$ cat src/include/saft_cfg.svh
`ifndef SAFT_CFG_SVH
`define SAFT_CFG_SVH
`define SAFT_ADDR_SYS 5'h00
`define SAFT_ADDR_FRAME 5'h04
`define SAFT_ADDR_CLAMP 5'h08
`define SAFT_ADDR_ANGLE 5'h0c
`define SAFT_ADDR_STAT 5'h10
`define SAFT_SYS_SENT_EN 12
`define SAFT_FS_TICK_LSB 0
`define SAFT_FS_CRC_REC 2
`define SAFT_FS_PAUSE_EN 3
`define SAFT_FS_LEN_FIX 4
`define SAFT_FS_FMT_LSB 5
`define SAFT_FS_FALLING 7
`define SAFT_FS_SLOW_EN 8
`define SAFT_FS_NO_WARN 9
`define SAFT_FS_NO_DIAG 10
`define SAFT_SYS_RST 32'h0000_0000
`define SAFT_FS_RST 32'h0000_0025
`define SAFT_CLAMP_RST 32'h0001_0ff8
`define SAFT_ANGLE_RST 32'h0ffc_0ff8
`define SAFT_CLK_MHZ 200
`define SAFT_TICK0_US_X10 27
`define SAFT_TICK1_US_X10 30
`define SAFT_TICK2_US_X10 45
`define SAFT_TICK3_US_X10 60
`define SAFT_TICK_CYC(t) (((t) * `SAFT_CLK_MHZ + 9) / 10)
`define SAFT_SYNC_TICKS 9'd56
`define SAFT_NIB_BASE 9'd12
`define SAFT_LOW_TICKS 9'd5
`define SAFT_PAUSE_MIN 9'd12
`define SAFT_LEN_DUAL 9'd239
`define SAFT_LEN_SS 9'd269
`define SAFT_LEN_HS 9'd196
`define SAFT_LEN_FIX 9'd297
`define SAFT_CRC_SEED 4'h5
`define SAFT_CRC_POLY 5'h1d
`define SAFT_NEW_MIN 12'h001
`define SAFT_NEW_MAX 12'hff8
`define SAFT_VAL_FULL 12'hfff
`endif

$ cat src/include/saft_pkg.sv
package saft_pkg;
`include "saft_cfg.svh"
  typedef enum logic [1:0] {SAFT_IDLE, SAFT_SYNC, SAFT_NIB, SAFT_PAUSE}
    saft_state_e;
  typedef enum logic [1:0] {SAFT_FMT_SS_OLD, SAFT_FMT_SS_NEW, SAFT_FMT_DUAL,
    SAFT_FMT_HS} saft_fmt_e;

  // one crc nibble step: multiply by x^4 modulo the generator, add nibble
  function automatic logic [3:0] saft_crc_step(input logic [3:0] crc,
                                               input logic [3:0] nib);
    logic [4:0] r;
    r = {1'b0, crc};
    for (int i = 0; i < 4; i++) begin
      r = {r[3:0], 1'b0};
      if (r[4]) begin
        r = r ^ `SAFT_CRC_POLY;
      end
    end
    return r[3:0] ^ nib;
  endfunction

  // byte-lane merge for avalon writes
  function automatic logic [31:0] saft_merge(input logic [31:0] old,
      input logic [31:0] wd, input logic [3:0] be);
    logic [31:0] r;
    r = old;
    for (int i = 0; i < 4; i++) begin
      if (be[i]) begin
        r[i*8 +: 8] = wd[i*8 +: 8];
      end
    end
    return r;
  endfunction
endpackage

$ cat src/include/saft_crc_if.sv
`timescale 1ns/1ps
interface saft_crc_if;
  logic clr;
  logic step;
  logic [3:0] nib;
  logic [3:0] crc;
  modport ctl (output clr, output step, output nib, input crc);
  modport eng (input clr, input step, input nib, output crc);
endinterface

$ cat src/verilog/saft_crc4.sv
`timescale 1ns/1ps
module saft_crc4
  import saft_pkg::*;
(
  input wire logic clk_sys_i, // system clock
  input wire logic rst_n_i,   // async reset, active low
  saft_crc_if.eng crc_if      // control and result
);
  logic [3:0] crc_q;

  // accumulator restarts from the seed at every frame
  always_ff @(posedge clk_sys_i or negedge rst_n_i) begin
    if (!rst_n_i) begin
      crc_q <= `SAFT_CRC_SEED;
    end else if (crc_if.clr) begin
      crc_q <= `SAFT_CRC_SEED;
    end else if (crc_if.step) begin
      crc_q <= saft_crc_step(crc_q, crc_if.nib);
    end
  end

  assign crc_if.crc = crc_q;
endmodule

$ cat src/verilog/saft_tx.sv
// The placing of the registers and the Avalon-MM register port were chosen for this implementation.
`timescale 1ns/1ps
module saft_tx
  import saft_pkg::*;
(
  input wire logic clk_sys_i,               // 200 MHz system clock
  input wire logic rst_n_i,                 // async reset, active low
  input wire logic [4:0] avs_address_i,     // byte address
  input wire logic avs_read_i,              // read strobe
  input wire logic avs_write_i,             // write strobe
  input wire logic [31:0] avs_writedata_i,  // write data
  input wire logic [3:0] avs_byteenable_i,  // byte lanes
  output logic [31:0] avs_readdata_o,       // read data
  output logic avs_waitrequest_o,           // stall
  input wire logic [11:0] angle_i,          // measured angle
  input wire logic diag_i,                  // diagnostic condition
  input wire logic prewarn_i,               // pre-warning condition
  input wire logic [1:0] slow_bits_i,       // slow channel bits 3..2
  output logic output_data_pin_o,           // frame waveform
  output logic output_data_pin_oe_o,        // pin driven by sent logic
  output logic frame_start_o                // pulse at each frame start
);
  // configuration words
  logic [31:0] system_settings_word;
  logic [31:0] frame_settings_word;
  logic [31:0] clamp_word;
  logic [31:0] angle_word;

  // bus handshake
  logic bus_ack;
  logic [31:0] rd_data;

  // sequencer state
  saft_state_e state;
  logic [2:0] nib_idx;
  logic [2:0] n_data_q;
  logic [3:0] nib_q [0:7];
  logic [10:0] div;
  logic [10:0] tick_cyc_q;
  logic [8:0] tick_in_el;
  logic [8:0] el_len;
  logic [8:0] frame_ticks;
  logic [8:0] frame_len_q;
  logic pause_en_q;
  logic crc_rec_q;
  logic [7:0] loop_cnt;
  logic pin_q;
  logic oe_q;
  logic start_q;

  // combinational helpers
  logic sent_en;
  saft_fmt_e fmt;
  logic falling;
  logic [11:0] clamp_hi;
  logic [11:0] clamp_lo;
  logic [11:0] max_ang;
  logic [11:0] sw_ang;
  logic [11:0] ang_val;
  logic [11:0] inv_val;
  logic [3:0] status_nib;
  logic [3:0] data_nib [0:5];
  logic [2:0] n_data;
  logic [10:0] tick_sel_cyc;
  logic [8:0] target_len;
  logic tick_end;
  logic el_end;
  logic [2:0] last_idx;
  logic is_last;
  logic start_frame;
  logic [3:0] nxt_nib;
  logic [8:0] used;
  logic [8:0] pause_len;
  logic zero_step;

  saft_crc_if crc_if();

  saft_crc4 u_crc (
    .clk_sys_i (clk_sys_i),
    .rst_n_i   (rst_n_i),
    .crc_if    (crc_if)
  );

  // ---- register bus
  // one wait cycle per access keeps read data registered
  always_ff @(posedge clk_sys_i or negedge rst_n_i) begin
    if (!rst_n_i) begin
      bus_ack <= 1'b0;
    end else begin
      bus_ack <= (avs_read_i | avs_write_i) & ~bus_ack;
    end
  end

  assign avs_waitrequest_o = (avs_read_i | avs_write_i) & ~bus_ack;

  // writes land on the edge where waitrequest is low
  always_ff @(posedge clk_sys_i or negedge rst_n_i) begin
    if (!rst_n_i) begin
      system_settings_word <= `SAFT_SYS_RST;
      frame_settings_word <= `SAFT_FS_RST;
      clamp_word <= `SAFT_CLAMP_RST;
      angle_word <= `SAFT_ANGLE_RST;
    end else if (avs_write_i & bus_ack) begin
      case (avs_address_i)
        `SAFT_ADDR_SYS: begin
          system_settings_word <= saft_merge(system_settings_word,
            avs_writedata_i, avs_byteenable_i);
        end
        `SAFT_ADDR_FRAME: begin
          frame_settings_word <= saft_merge(frame_settings_word,
            avs_writedata_i, avs_byteenable_i);
        end
        `SAFT_ADDR_CLAMP: begin
          clamp_word <= saft_merge(clamp_word, avs_writedata_i,
            avs_byteenable_i);
        end
        `SAFT_ADDR_ANGLE: begin
          angle_word <= saft_merge(angle_word, avs_writedata_i,
            avs_byteenable_i);
        end
        default: begin
        end
      endcase
    end
  end

  // read mux; unmapped addresses read zero
  always_comb begin
    case (avs_address_i)
      `SAFT_ADDR_SYS: rd_data = system_settings_word;
      `SAFT_ADDR_FRAME: rd_data = frame_settings_word;
      `SAFT_ADDR_CLAMP: rd_data = clamp_word;
      `SAFT_ADDR_ANGLE: rd_data = angle_word;
      `SAFT_ADDR_STAT: begin
        rd_data = {15'h0000, oe_q, 2'h0, crc_if.crc, state, loop_cnt};
      end
      default: rd_data = 32'h0000_0000;
    endcase
  end

  always_ff @(posedge clk_sys_i or negedge rst_n_i) begin
    if (!rst_n_i) begin
      avs_readdata_o <= 32'h0000_0000;
    end else if (avs_read_i & ~bus_ack) begin
      avs_readdata_o <= rd_data;
    end
  end

  // ---- configuration fields
  assign sent_en = system_settings_word[`SAFT_SYS_SENT_EN];
  assign fmt = saft_fmt_e'(frame_settings_word[`SAFT_FS_FMT_LSB +: 2]);
  assign falling = frame_settings_word[`SAFT_FS_FALLING];
  assign clamp_hi = clamp_word[11:0];
  assign clamp_lo = clamp_word[27:16];
  assign max_ang = angle_word[11:0];
  assign sw_ang = angle_word[27:16];

  // angle to data value with clamping around the maximum angle
  always_comb begin
    if (angle_i > max_ang) begin
      if (angle_i < sw_ang) begin
        ang_val = falling ? clamp_lo : clamp_hi;
      end else begin
        ang_val = falling ? clamp_hi : clamp_lo;
      end
    end else begin
      ang_val = falling ? max_ang - angle_i : angle_i;
    end
    // newer format guards the reserved codes even if clamps are wrong
    if (fmt == SAFT_FMT_SS_NEW) begin
      if (ang_val < `SAFT_NEW_MIN) begin
        ang_val = `SAFT_NEW_MIN;
      end else if (ang_val > `SAFT_NEW_MAX) begin
        ang_val = `SAFT_NEW_MAX;
      end
    end
  end

  assign inv_val = `SAFT_VAL_FULL - ang_val;

  // status nibble: slow bits, pre-warning, diagnostic
  always_comb begin
    status_nib[3:2] = frame_settings_word[`SAFT_FS_SLOW_EN] ?
      slow_bits_i : 2'b00;
    status_nib[1] = prewarn_i &
      ~frame_settings_word[`SAFT_FS_NO_WARN];
    status_nib[0] = diag_i &
      ~frame_settings_word[`SAFT_FS_NO_DIAG];
  end

  // data nibble content per protocol format, most significant first except the dual format's inverted value
  always_comb begin
    data_nib[0] = ang_val[11:8];
    data_nib[1] = ang_val[7:4];
    data_nib[2] = ang_val[3:0];
    n_data = 3'd6;
    case (fmt)
      SAFT_FMT_SS_OLD, SAFT_FMT_SS_NEW: begin
        data_nib[3] = loop_cnt[7:4];
        data_nib[4] = loop_cnt[3:0];
        data_nib[5] = ~ang_val[11:8];
      end
      SAFT_FMT_DUAL: begin
        // opposite slope value, nibble order reversed
        data_nib[3] = inv_val[3:0];
        data_nib[4] = inv_val[7:4];
        data_nib[5] = inv_val[11:8];
      end
      SAFT_FMT_HS: begin
        // high speed packs three bits per nibble into four nibbles
        data_nib[0] = {1'b0, ang_val[11:9]};
        data_nib[1] = {1'b0, ang_val[8:6]};
        data_nib[2] = {1'b0, ang_val[5:3]};
        data_nib[3] = {1'b0, ang_val[2:0]};
        data_nib[4] = 4'h0;
        data_nib[5] = 4'h0;
        n_data = 3'd4;
      end
      default: begin
        data_nib[3] = 4'h0;
        data_nib[4] = 4'h0;
        data_nib[5] = 4'h0;
      end
    endcase
  end

  // tick period select, latched per frame so a frame never changes pace
  always_comb begin
    case (frame_settings_word[`SAFT_FS_TICK_LSB +: 2])
      2'd0: tick_sel_cyc = 11'(`SAFT_TICK_CYC(`SAFT_TICK0_US_X10));
      2'd1: tick_sel_cyc = 11'(`SAFT_TICK_CYC(`SAFT_TICK1_US_X10));
      2'd2: tick_sel_cyc = 11'(`SAFT_TICK_CYC(`SAFT_TICK2_US_X10));
      default: tick_sel_cyc = 11'(`SAFT_TICK_CYC(`SAFT_TICK3_US_X10));
    endcase
  end

  // constant frame length target
  always_comb begin
    if (frame_settings_word[`SAFT_FS_LEN_FIX]) begin
      target_len = `SAFT_LEN_FIX;
    end else begin
      case (fmt)
        SAFT_FMT_DUAL: target_len = `SAFT_LEN_DUAL;
        SAFT_FMT_HS: target_len = `SAFT_LEN_HS;
        default: target_len = `SAFT_LEN_SS;
      endcase
    end
  end

  // ---- sequencing helpers
  assign tick_end = (div == tick_cyc_q - 11'd1);
  assign el_end = (state != SAFT_IDLE) & tick_end &
    (tick_in_el == el_len - 9'd1);
  assign last_idx = n_data_q + 3'd1;
  assign is_last = (nib_idx == last_idx);
  assign nxt_nib = (nib_idx + 3'd1 == last_idx) ? crc_if.crc :
    nib_q[nib_idx + 3'd1];
  assign used = frame_ticks + el_len;
  // a frame that already overruns the target still gets a short pause
  assign pause_len = (frame_len_q > used + `SAFT_PAUSE_MIN) ?
    frame_len_q - used : `SAFT_PAUSE_MIN;

  // a new frame starts back to back with the previous one
  assign start_frame = sent_en & ((state == SAFT_IDLE) | (el_end &
    ((state == SAFT_PAUSE) | (state == SAFT_NIB & is_last &
    ~pause_en_q))));

  // ---- crc control: data nibbles plus a zero nibble when recommended, status never fed in
  assign zero_step = (state == SAFT_NIB) & (nib_idx == n_data_q) &
    (tick_in_el == 9'd0) & (div == 11'd1) & crc_rec_q;
  assign crc_if.clr = start_frame;
  assign crc_if.step = zero_step | ((state == SAFT_NIB) &
    (nib_idx != 3'd0) & (nib_idx <= n_data_q) &
    (tick_in_el == 9'd0) & (div == 11'd0));
  assign crc_if.nib = zero_step ? 4'h0 : nib_q[nib_idx];

  // frame latch: contents and options frozen for the whole frame
  always_ff @(posedge clk_sys_i or negedge rst_n_i) begin
    if (!rst_n_i) begin
      for (int i = 0; i < 8; i++) begin
        nib_q[i] <= 4'h0;
      end
      n_data_q <= 3'd6;
      tick_cyc_q <= 11'(`SAFT_TICK_CYC(`SAFT_TICK1_US_X10));
      frame_len_q <= `SAFT_LEN_SS;
      pause_en_q <= 1'b0;
      crc_rec_q <= 1'b1;
    end else if (start_frame) begin
      nib_q[0] <= status_nib;
      for (int i = 0; i < 6; i++) begin
        nib_q[i+1] <= data_nib[i];
      end
      nib_q[7] <= 4'h0;
      n_data_q <= n_data;
      tick_cyc_q <= tick_sel_cyc;
      frame_len_q <= target_len;
      pause_en_q <= frame_settings_word[`SAFT_FS_PAUSE_EN];
      crc_rec_q <= frame_settings_word[`SAFT_FS_CRC_REC];
    end
  end

  // loop counter, one step per frame, natural 8-bit wrap
  always_ff @(posedge clk_sys_i or negedge rst_n_i) begin
    if (!rst_n_i) begin
      loop_cnt <= 8'h00;
    end else if (start_frame) begin
      loop_cnt <= loop_cnt + 8'h01;
    end
  end

  // tick divider and tick count inside the current element
  always_ff @(posedge clk_sys_i or negedge rst_n_i) begin
    if (!rst_n_i) begin
      div <= 11'd0;
      tick_in_el <= 9'd0;
    end else if (start_frame | el_end | state == SAFT_IDLE) begin
      div <= 11'd0;
      tick_in_el <= 9'd0;
    end else if (tick_end) begin
      div <= 11'd0;
      tick_in_el <= tick_in_el + 9'd1;
    end else begin
      div <= div + 11'd1;
    end
  end

  // element sequencer
  always_ff @(posedge clk_sys_i or negedge rst_n_i) begin
    if (!rst_n_i) begin
      state <= SAFT_IDLE;
      nib_idx <= 3'd0;
      el_len <= `SAFT_SYNC_TICKS;
      frame_ticks <= 9'd0;
    end else if (start_frame) begin
      state <= SAFT_SYNC;
      nib_idx <= 3'd0;
      el_len <= `SAFT_SYNC_TICKS;
      frame_ticks <= 9'd0;
    end else if (el_end) begin
      frame_ticks <= used;
      case (state)
        SAFT_SYNC: begin
          state <= SAFT_NIB;
          nib_idx <= 3'd0;
          el_len <= `SAFT_NIB_BASE + 9'(nib_q[0]);
        end
        SAFT_NIB: begin
          if (!is_last) begin
            nib_idx <= nib_idx + 3'd1;
            el_len <= `SAFT_NIB_BASE + 9'(nxt_nib);
          end else if (pause_en_q) begin
            state <= SAFT_PAUSE;
            el_len <= pause_len;
          end else begin
            state <= SAFT_IDLE; // disabled at frame end
          end
        end
        SAFT_PAUSE: begin
          state <= SAFT_IDLE; // disabled at frame end
        end
        default: begin
          state <= SAFT_IDLE;
        end
      endcase
    end
  end

  // pin: low for the first ticks of each element, so every element
  // begins with a falling edge; a one-cycle lag is uniform and harmless
  always_ff @(posedge clk_sys_i or negedge rst_n_i) begin
    if (!rst_n_i) begin
      pin_q <= 1'b1;
      oe_q <= 1'b0;
      start_q <= 1'b0;
    end else begin
      pin_q <= ~((state != SAFT_IDLE) &
        (tick_in_el < `SAFT_LOW_TICKS));
      oe_q <= (state != SAFT_IDLE);
      // marks the cycle in which the sync's falling edge shows on the pin
      start_q <= (state == SAFT_SYNC) & (tick_in_el == 9'd0) &
        (div == 11'd0);
    end
  end

  assign output_data_pin_o = pin_q;
  assign output_data_pin_oe_o = oe_q;
  assign frame_start_o = start_q;
endmodule

$ cat config.mk
export PLATFORM = sky130hd
export DESIGN_NAME = saft_tx
export DESIGN_NICKNAME = d
export VERILOG_FILES = /design/src/include/saft_pkg.sv /design/src/include/saft_crc_if.sv /design/src/verilog/saft_crc4.sv /design/src/verilog/saft_tx.sv
export VERILOG_INCLUDE_DIRS = /design/src /design/src/include
export SDC_FILE = /design/constraint.sdc
export NUM_CORES = 1
export LEC_CHECK = 0
export BUFFER_PORTS_ARGS = -buffer_cell sky130_fd_sc_hd__buf_2
export CORE_ASPECT_RATIO = 1.5
export CORE_UTILIZATION = 55
export CTS_BUF_LIST = sky130_fd_sc_hd__clkbuf_4
export CTS_CLUSTER_DIAMETER = 50
export DETAILED_ROUTE_END_ITERATION = 6
export PLACE_DENSITY = 0.83
export RECOVER_POWER = 25
export SLEW_MARGIN = 20
export SYNTH_ARGS = -nofsm -noshare
export SYNTH_HDL_FRONTEND = slang
export SYNTH_SLANG_ARGS = --single-unit
$ cat constraint.sdc
create_clock -name clk_sys_i -period 4.1 [get_ports clk_sys_i]
set_input_delay 0.205 -clock clk_sys_i [delete_from_list [all_inputs] [get_ports clk_sys_i]]
set_output_delay 0.205 -clock clk_sys_i [all_outputs]
set_load 0.005 [all_outputs]
==> results of run 1 <==
layer usage:
layer	GRT usage	vias to the layer above
met4	0.252	0
met1	0.338	6317
met2	0.569	514
li1	-	5751
met5	0	-
met3	0.0677	190
layout make-up:
cell class                      count  area [um^2]
Sequential cell                   264         6670
Fill cell                        1974         9300
Tap cell                          337          422
Antenna cell                        2         5.00
Inverter                           68          255
Clock inverter                     17          130
Multi-Input combinational cell   1072         7910
Clock buffer                      100          751
Timing Repair Buffer              184         1230
kinds of logic after synthesis:
| kind of cell | share of synthesized area |
|---|---|
| multiplexers | 0.141 |
| adder cells (fa/ha/maj) | 0.0562 |
| flip-flops | 0.444 |
| AO/OA/AOI/OAI | 0.149 |
| buffers and inverters | 0.0369 |
| AND/OR/NAND/NOR | 0.126 |
| XOR/XNOR | 0.0461 |
worst register-to-register path, stage by stage (launching register included):
cell and delay [ns]:
sky130_fd_sc_hd__dfrtp_1 0.42, sky130_fd_sc_hd__ha_4 0.18, sky130_fd_sc_hd__fa_2 0.42, sky130_fd_sc_hd__a21o_1 0.20
sky130_fd_sc_hd__a21oi_2 0.15, sky130_fd_sc_hd__o21bai_1 0.10, sky130_fd_sc_hd__a21oi_2 0.18, sky130_fd_sc_hd__o21ai_1 0.10
sky130_fd_sc_hd__xor2_1 0.20, sky130_fd_sc_hd__xor2_1 0.27, sky130_fd_sc_hd__xnor2_1 0.12, sky130_fd_sc_hd__ha_1 0.31
sky130_fd_sc_hd__nand4_1 0.11, sky130_fd_sc_hd__a211o_1 0.32, sky130_fd_sc_hd__a221oi_4 0.35, sky130_fd_sc_hd__inv_2 0.10
sky130_fd_sc_hd__o211ai_1 0.16, sky130_fd_sc_hd__o211ai_1 0.11, sky130_fd_sc_hd__mux2_2 0.27
power by group through the flow:
stage | Combinational (mW) | Clock, mW | Sequential, mW
floorplan | 1.49 | 0 | 3.27
global placement | 1.94 | 0 | 3.41
detailed placement | 2.02 | 0 | 3.43
CTS | 2.07 | 2.38 | 3.39
global route | 2.37 | 2.51 | 3.44
finish | 2.14 | 2.36 | 3.41
cells in the final DEF, fill, tap and decap left out, types with 47 or more instances in the layout:
master and instances:
sky130_fd_sc_hd__dfrtp_1 217, sky130_fd_sc_hd__nand2_1 145, sky130_fd_sc_hd__mux2_2 136, sky130_fd_sc_hd__nor2_1 115, sky130_fd_sc_hd__clkbuf_4 100, sky130_fd_sc_hd__buf_2 94
sky130_fd_sc_hd__a21oi_1 78, sky130_fd_sc_hd__o21ai_0 71, sky130_fd_sc_hd__inv_1 65, sky130_fd_sc_hd__ha_1 60, sky130_fd_sc_hd__buf_4 48, sky130_fd_sc_hd__dfstp_2 47
sequential cells by signal (all words and copies together), names as in the netlist, 2 cells and up:
name,flops
angle_word,32
avs_readdata_o,32
clamp_word,32
div,11
el_len,9
frame_len_q,6
frame_settings_word,32
frame_ticks,9
loop_cnt,8
nib_idx,3
nib_q,28
state,2
system_settings_word,32
tick_cyc_q,8
tick_in_el,9
u_crc.crc_if.crc,4
stage by stage:
| step | setup TNS [ns] | setup WS (ns) | cell area [um^2] | cells | util |
|---|---|---|---|---|---|
| after floorplan | 0 | 0.0496 | 15000 | 1473 | - |
| after global placement | 0 | 0.0542 | 15900 | 1875 | 0.597 |
| after detailed placement | -0.157 | -0.0834 | 15900 | 1875 | 0.597 |
| after CTS | 0 | 0.0388 | 17200 | 2035 | 0.647 |
| after global routing | -1.39 | -0.223 | 17400 | 2044 | 0.651 |
| final | 0 | 0.00928 | 17400 | 2044 | 0.651 |
worst max path at each step:
stage,startpoint,slack (ns),endpoint
floorplan,el_len[0]$_DFFE_PN0P_,0.05,el_len[3]$_DFFE_PN1P_
global placement,el_len[0]$_DFFE_PN0P_,0.05,el_len[3]$_DFFE_PN1P_
detailed placement,el_len[0]$_DFFE_PN0P_,-0.08,el_len[3]$_DFFE_PN1P_
CTS,el_len[0]$_DFFE_PN0P_,0.04,el_len[3]$_DFFE_PN1P_
global route,frame_ticks[0]$_DFFE_PN0P_,-0.22,el_len[3]$_DFFE_PN1P_
finish,frame_ticks[0]$_DFFE_PN0P_,0.009,el_len[3]$_DFFE_PN1P_
what timing repair did:
item,CTS,global route
setup buffers,4,7
pin swaps,4,13
setup endpoints to repair,4,10
gates resized for setup,3,18
hold buffers,39,0
hold endpoints to repair,227,0
==> results.yml, run 1 <==
clock_network:
  cts-htree-levels: 3
  clock_transition_at_the_registers_of_the_reported_paths_ns: 0.07
  numClockSinks: 264
  clock_tree_from_tritoncts: "built"
  cts_buffers: 66
  clock-root-buffer: "sky130_fd_sc_hd__clkbuf_4"
  cts.path.max_buffers: 3
  worstSkewPairLatency_ns: 0.75
timing:
  fmaxAchievable_ghz: 0.244
  fin_hold_ws_ns: 0.0896
  slew-limit-headroom: -0.860
  skew_ns: 0.0974
  maxSlewViolCount: 111
  finalSetupViolCount: 0
  final.period_utilization: 0.998
  rsz0062_at_grt: "yes"
  tightest_slew_ns: 2.79
  hold_viol: 0
  period_needed_ns: 4.09
die:
  fp.dieW_um: 137
  floorplan.initialDensity: 0.562
  io-pin-count: 97
  num_rows: 73
  die_area_um2: 28000
  core_region_area_um2: 26700
  die_height_um: 204
logic_synthesis:
  synth_top_flop_cell: "sky130_fd_sc_hd__dfrtp_1"
  post-synth-top-area-fraction: 0.362
  number_of_enable_type_register_cells_in_the_synthesized_netlist: 0
  avg_inst_size_synth_um2: 10.2
  synth.cell_area_um2: 15000
  synth.area.top_cells: "sky130_fd_sc_hd__dfrtp_1 (36%), sky130_fd_sc_hd__mux2_2 (10%), sky130_fd_sc_hd__dfstp_2 (8.2%)"
  yosys.cell_types.count: 72
  ys.warnings.count: 0
  synth_seq_area_share: 0.444
  synth_most_common_cell: "sky130_fd_sc_hd__dfrtp_1"
  yosysTopAreaCell: "sky130_fd_sc_hd__dfrtp_1"
  synth_commonest_cells: "sky130_fd_sc_hd__dfrtp_1 (217), sky130_fd_sc_hd__nand2_1 (145), sky130_fd_sc_hd__mux2_2 (136), sky130_fd_sc_hd__nor2_1 (117), sky130_fd_sc_hd__a21oi_1 (82)"
  synth.ff_latch_count: 264
  async_reset_ff_frac: 1.00
  synthesized_net_count: 1598
  synthCells: 1473
status:
  violations: "capacitance limit, slew limit"
  run_status: "finished with violations"
critical_path:
  crit_path_max_fanout: 3
  r2r_start: "frame_ticks[0]$_DFFE_PN0P_"
  crit_chain: "ha_4 -> fa_2 -> a21o_1 -> a21oi_2 -> o21bai_1 -> a21oi_2 -> o21ai_1 -> xor2_1 -> xor2_1 -> xnor2_1 -> ha_1 -> nand4_1 -> a211o_1 -> a221oi_4 -> inv_2 -> o211ai_1 -> o211ai_1 -> mux2_2"
  cpLargestDelayFamily: "compound AO/OA/AOI/OAI gates"
  worstReg2RegEnd: "el_len[3]$_DFFE_PN1P_"
  timing.setup.critical_path_class: "flop to flop"
  path_buf_inv: 1
  crit_path_max_incr_delay_ns: 0.42
  endpoint_kind: "flop"
  worst_case_reg_to_reg_path_depth: 18
  critical_path_required_ns: 4.77
  ff2ff_setup_slack_ns: 0.009
  critical_path_arrival_ns: 4.76
  worstSetupStartpointType: "flop"
  critPathSlowestCell: "sky130_fd_sc_hd__dfrtp_1"
  cp.depth: 18
route:
  drt-pass1-iter-count: 6
  route.final.wire_length_um: 43800
  drt-met1-wl_um: 15300
  highest_layer: "met4"
  detail_route.drc_violations: 0
  detail_route.wl_per_cell_um: 21.4
  ant_nets: 0
  routed-via-count: 12800
  dr.first_iter.drc_count: 816
  wire_length_on_met3_um: 2510
  dr_vias_cell: 6.25
  wl_met2_um: 22500
run:
  cap_violations: 1
layout:
  finish.net_count: 1781
  flow.area_growth_from_synthesis_pct: 15.8
  fraction_of_final_layout_cells_sized_beyond_drive_strength_1: 0.277
global_routing:
  antenna_found_initial: 3
  track_usage: 0.326
  grt_overflow_total: 0
  wire_length_of_the_first_global_routing_pass_um: 69800
  grt_pass1_vias: 13300
  grt_max_degree: 111
pwr:
  power.ir.vdd_worst_mv: 0.452
  power_frac_clock: 0.298
  sw_frac_of_total: 0.340
  pwr-share-comb: 0.270
  power_per_cell_area_nw_per_um2: 455
  power_frac_seq: 0.431
  static-leakage-power_nw: 8.12
  total_switching_power_mw: 2.69
  cellInternalPower_mw: 5.22
  fin_total_pwr_mw: 7.91
place:
  hpwlAfterDp_um: 30600
  gp_routability_congestion: 0.955
  buffer_ports.inserted: 96
min_path:
  worstHoldStart: "avs_address_i[2]"
  min_to: "avs_readdata_o[10]$_DFFE_PN0P_"
  path_class_of_the_lowest_slack_min_delay_path: "primary input to flop"
  hold-path-cell-count: 4
No activity file was read; power rests on OpenSTA's default activity.
==> run 2, diff against run 1 <==
--- a/config.mk
+++ b/config.mk
@@ -6,13 +6,14 @@
 export SDC_FILE = /design/constraint.sdc
 export NUM_CORES = 1
 export LEC_CHECK = 0
+export ABC_CLOCK_PERIOD_IN_PS = 4100
 export BUFFER_PORTS_ARGS = -buffer_cell sky130_fd_sc_hd__buf_2
 export CORE_ASPECT_RATIO = 1.5
-export CORE_UTILIZATION = 55
+export CORE_UTILIZATION = 57
 export CTS_BUF_LIST = sky130_fd_sc_hd__clkbuf_4
 export CTS_CLUSTER_DIAMETER = 50
 export DETAILED_ROUTE_END_ITERATION = 6
-export PLACE_DENSITY = 0.83
+export PLACE_DENSITY = 0.86
 export RECOVER_POWER = 25
 export SLEW_MARGIN = 20
 export SYNTH_ARGS = -nofsm -noshare
==> run 2 against run 1 <==
Compared with the run above:
- the flow finishes with violations (DRC, capacitance limit, slew limit)
- sequential power hardly changed
- setup slack improved by 0.11 ns
- die area decreased by 3.5%
- clock-buffer cell count increased by 2
- total power is essentially flat
- clock power hardly changed
- critical path depth down 1
- register-to-register slack better by 0.11 ns
- largest power group unchanged
- highest routed layer unchanged
==> results.yml, run 2 (synthesis gave the netlist of run 1 again) <==
status:
  run_status: "finished with violations"
  violations: "DRC, capacitance limit, slew limit"
place:
  buffer_ports.inserted: 96
  placedCellCount: 1871
  post-place-ws_ns: -0.0507
  hpwlAfterDp_um: 30300
  gp_routability_congestion: 0.949
  postPlaceCellArea_um2: 16000
global_routing:
  antenna_found_initial: 1
  track_usage: 0.335
  grt_max_degree: 119
  wire_length_of_the_first_global_routing_pass_um: 70200
  grt_pass1_vias: 13500
  grt_overflow_total: 0
clock_network:
  cts.path.max_buffers: 3
  cts-htree-levels: 3
  numClockSinks: 264
  clock_tree_from_tritoncts: "built"
  clock-root-buffer: "sky130_fd_sc_hd__clkbuf_4"
  cts_buffers: 66
  clock_transition_at_the_registers_of_the_reported_paths_ns: 0.06
  worstSkewPairLatency_ns: 0.72
route:
  detail_route.wl_per_cell_um: 21.7
  dr_vias_cell: 6.30
  routed-via-count: 12800
  route.final.wire_length_um: 44200
  detail_route.drc_violations: 5
  drt-pass1-iter-count: 7
  dr.first_iter.drc_count: 1022
  ant_nets: 0
die:
  die_height_um: 201
  die_area_um2: 27000
  io-pin-count: 97
  floorplan.initialDensity: 0.580
  core_region_area_um2: 25900
  num_rows: 72
  fp.dieW_um: 134
timing:
  maxSlewViolCount: 118
  layout_setup_ws_ns: 0.115
  tightest_slew_ns: 3.13
  rsz0062_at_grt: "yes"
  fmaxAchievable_ghz: 0.251
  slew-limit-headroom: -1.09
  final.period_utilization: 0.972
  period_needed_ns: 3.99
  hold_viol: 0
  skew_ns: 0.0686
  finalSetupViolCount: 0
pwr:
  power_per_cell_area_nw_per_um2: 457
  static-leakage-power_nw: 8.09
  power.ir.vdd_worst_mv: 0.370
layout:
  final_cell_mix: "sky130_fd_sc_hd__dfrtp_1 (217), sky130_fd_sc_hd__nand2_1 (145), sky130_fd_sc_hd__mux2_2 (135)"
  flow.area_growth_from_synthesis_pct: 15.4
  layout.cells.most_common: "sky130_fd_sc_hd__dfrtp_1"
  fraction_of_final_layout_cells_sized_beyond_drive_strength_1: 0.274
  stdcell_count: 2037
  fillCellCount: 1820
  fin_area_um2: 17300
  finish.net_count: 1774
min_path:
  min_to: "avs_readdata_o[14]$_DFFE_PN0P_"
  hold-path-cell-count: 5
  worstHoldStart: "avs_address_i[3]"
  path_class_of_the_lowest_slack_min_delay_path: "primary input to flop"
critical_path:
  worstSetupStartpointType: "flop"
  worst_case_reg_to_reg_path_depth: 17
  ff2ff_setup_slack_ns: 0.11
  endpoint_kind: "flop"
  crit_path_max_fanout: 4
  timing.setup.critical_path_class: "flop to flop"
  r2r_start: "el_len[0]$_DFFE_PN0P_"
  critical_path_required_ns: 4.68
  critical_path_arrival_ns: 4.56
  critPathSlowestCell: "sky130_fd_sc_hd__dfrtp_1"
  worstReg2RegEnd: "el_len[6]$_DFFE_PN0P_"
  crit_chain: "ha_2 -> fa_2 -> a21o_1 -> a21oi_2 -> o21bai_1 -> a21oi_2 -> xnor2_1 -> inv_1 -> nor4_2 -> xnor2_1 -> ha_1 -> nand4_1 -> a211o_1 -> a221oi_4 -> buf_4 -> nand3_1 -> o31ai_1"
  crit_path_max_incr_delay_ns: 0.39
run:
  cap_violations: 1
[run 2: cell count changes in the layout (fill, tap and decap cells not counted), sizes merged]
cell      delta
clkinv       +4
diode        -1
inv          -1
buf          -6
bufinv       -1
clkinvlp     +1
clkbuf       +1
[run 2: layout make-up]
type / instances / area, um^2 / area share
antenna: 1 / 2.50 / 0.000145
sequential: 264 / 6670 / 0.385
inverter: 68 / 255 / 0.0147
timing repair buffer: 177 / 1210 / 0.0699
tap: 333 / 417 / 0.0241
clock inverter: 20 / 121 / 0.00701
clock buffer: 102 / 766 / 0.0442
multi-input combinational: 1072 / 7870 / 0.455
[run 2: worst max-delay path by stage]
stage / from / slack [ns] / endpoint / depth (start not counted)
3_5_place_dp: el_len[0]$_DFFE_PN0P_ / -0.05 / el_len[3]$_DFFE_PN1P_ / 18
2_1_floorplan: el_len[0]$_DFFE_PN0P_ / 0.05 / el_len[3]$_DFFE_PN1P_ / 18
6_report: el_len[0]$_DFFE_PN0P_ / 0.11 / el_len[6]$_DFFE_PN0P_ / 17
5_1_grt: el_len[0]$_DFFE_PN0P_ / -0.15 / el_len[3]$_DFFE_PN1P_ / 18
3_3_place_gp: el_len[0]$_DFFE_PN0P_ / 0.03 / el_len[3]$_DFFE_PN1P_ / 18
4_1_cts: el_len[1]$_DFFE_PN0P_ / 0.02 / el_len[3]$_DFFE_PN1P_ / 19
[run 2: timing repair]
action                                 in CTS  in global routing
buffers inserted                            0                  4
gates cloned                                0                  0
resized for setup                           4                 12
setup endpoints to repair                   4                 12
pin swaps                                   4                 22
hold buffers                               39                  0
endpoints found under the hold margin     227                  0
[run 2: report_power, final]
group	internal (mW)	switching, mW
clock network	1.21	1.15
logic	0.979	1.15
registers	3.01	0.403
total	5.20	2.71
[run 2: per-layer routing]
layer,part of all wire,vias to the layer above,global-route usage
met4,0.080,0,0.267
met5,0,-,0
li1,-,5736,-
met3,0.054,215,0.0601
met1,0.34,6266,0.343
met2,0.52,625,0.593
[run 2: critical path: cells and delay by family, from the launching register on]
family / cells / cell delay, ns
compound gates: 7 / 1.51
fa+ha+maj: 3 / 0.86
simple gates: 3 / 0.54
flops: 1 / 0.39
buf+inv: 2 / 0.30
xor+xnor: 2 / 0.28
[run 2: stage by stage]
| stage | hold WS, ns | power [mW] | utilization | TNS, ns |
|---|---|---|---|---|
| 2_1_floorplan | -0.0906 | 4.76 | - | 0 |
| 3_3_place_gp | 0.363 | 5.34 | 0.617 | 0 |
| 3_5_place_dp | 0.377 | 5.45 | 0.617 | -0.0507 |
| 4_1_cts | 0.108 | 7.82 | 0.667 | 0 |
| 5_1_grt | 0.166 | 8.32 | 0.670 | -0.600 |
| 6_report | 0.160 | 7.90 | 0.670 | 0 |
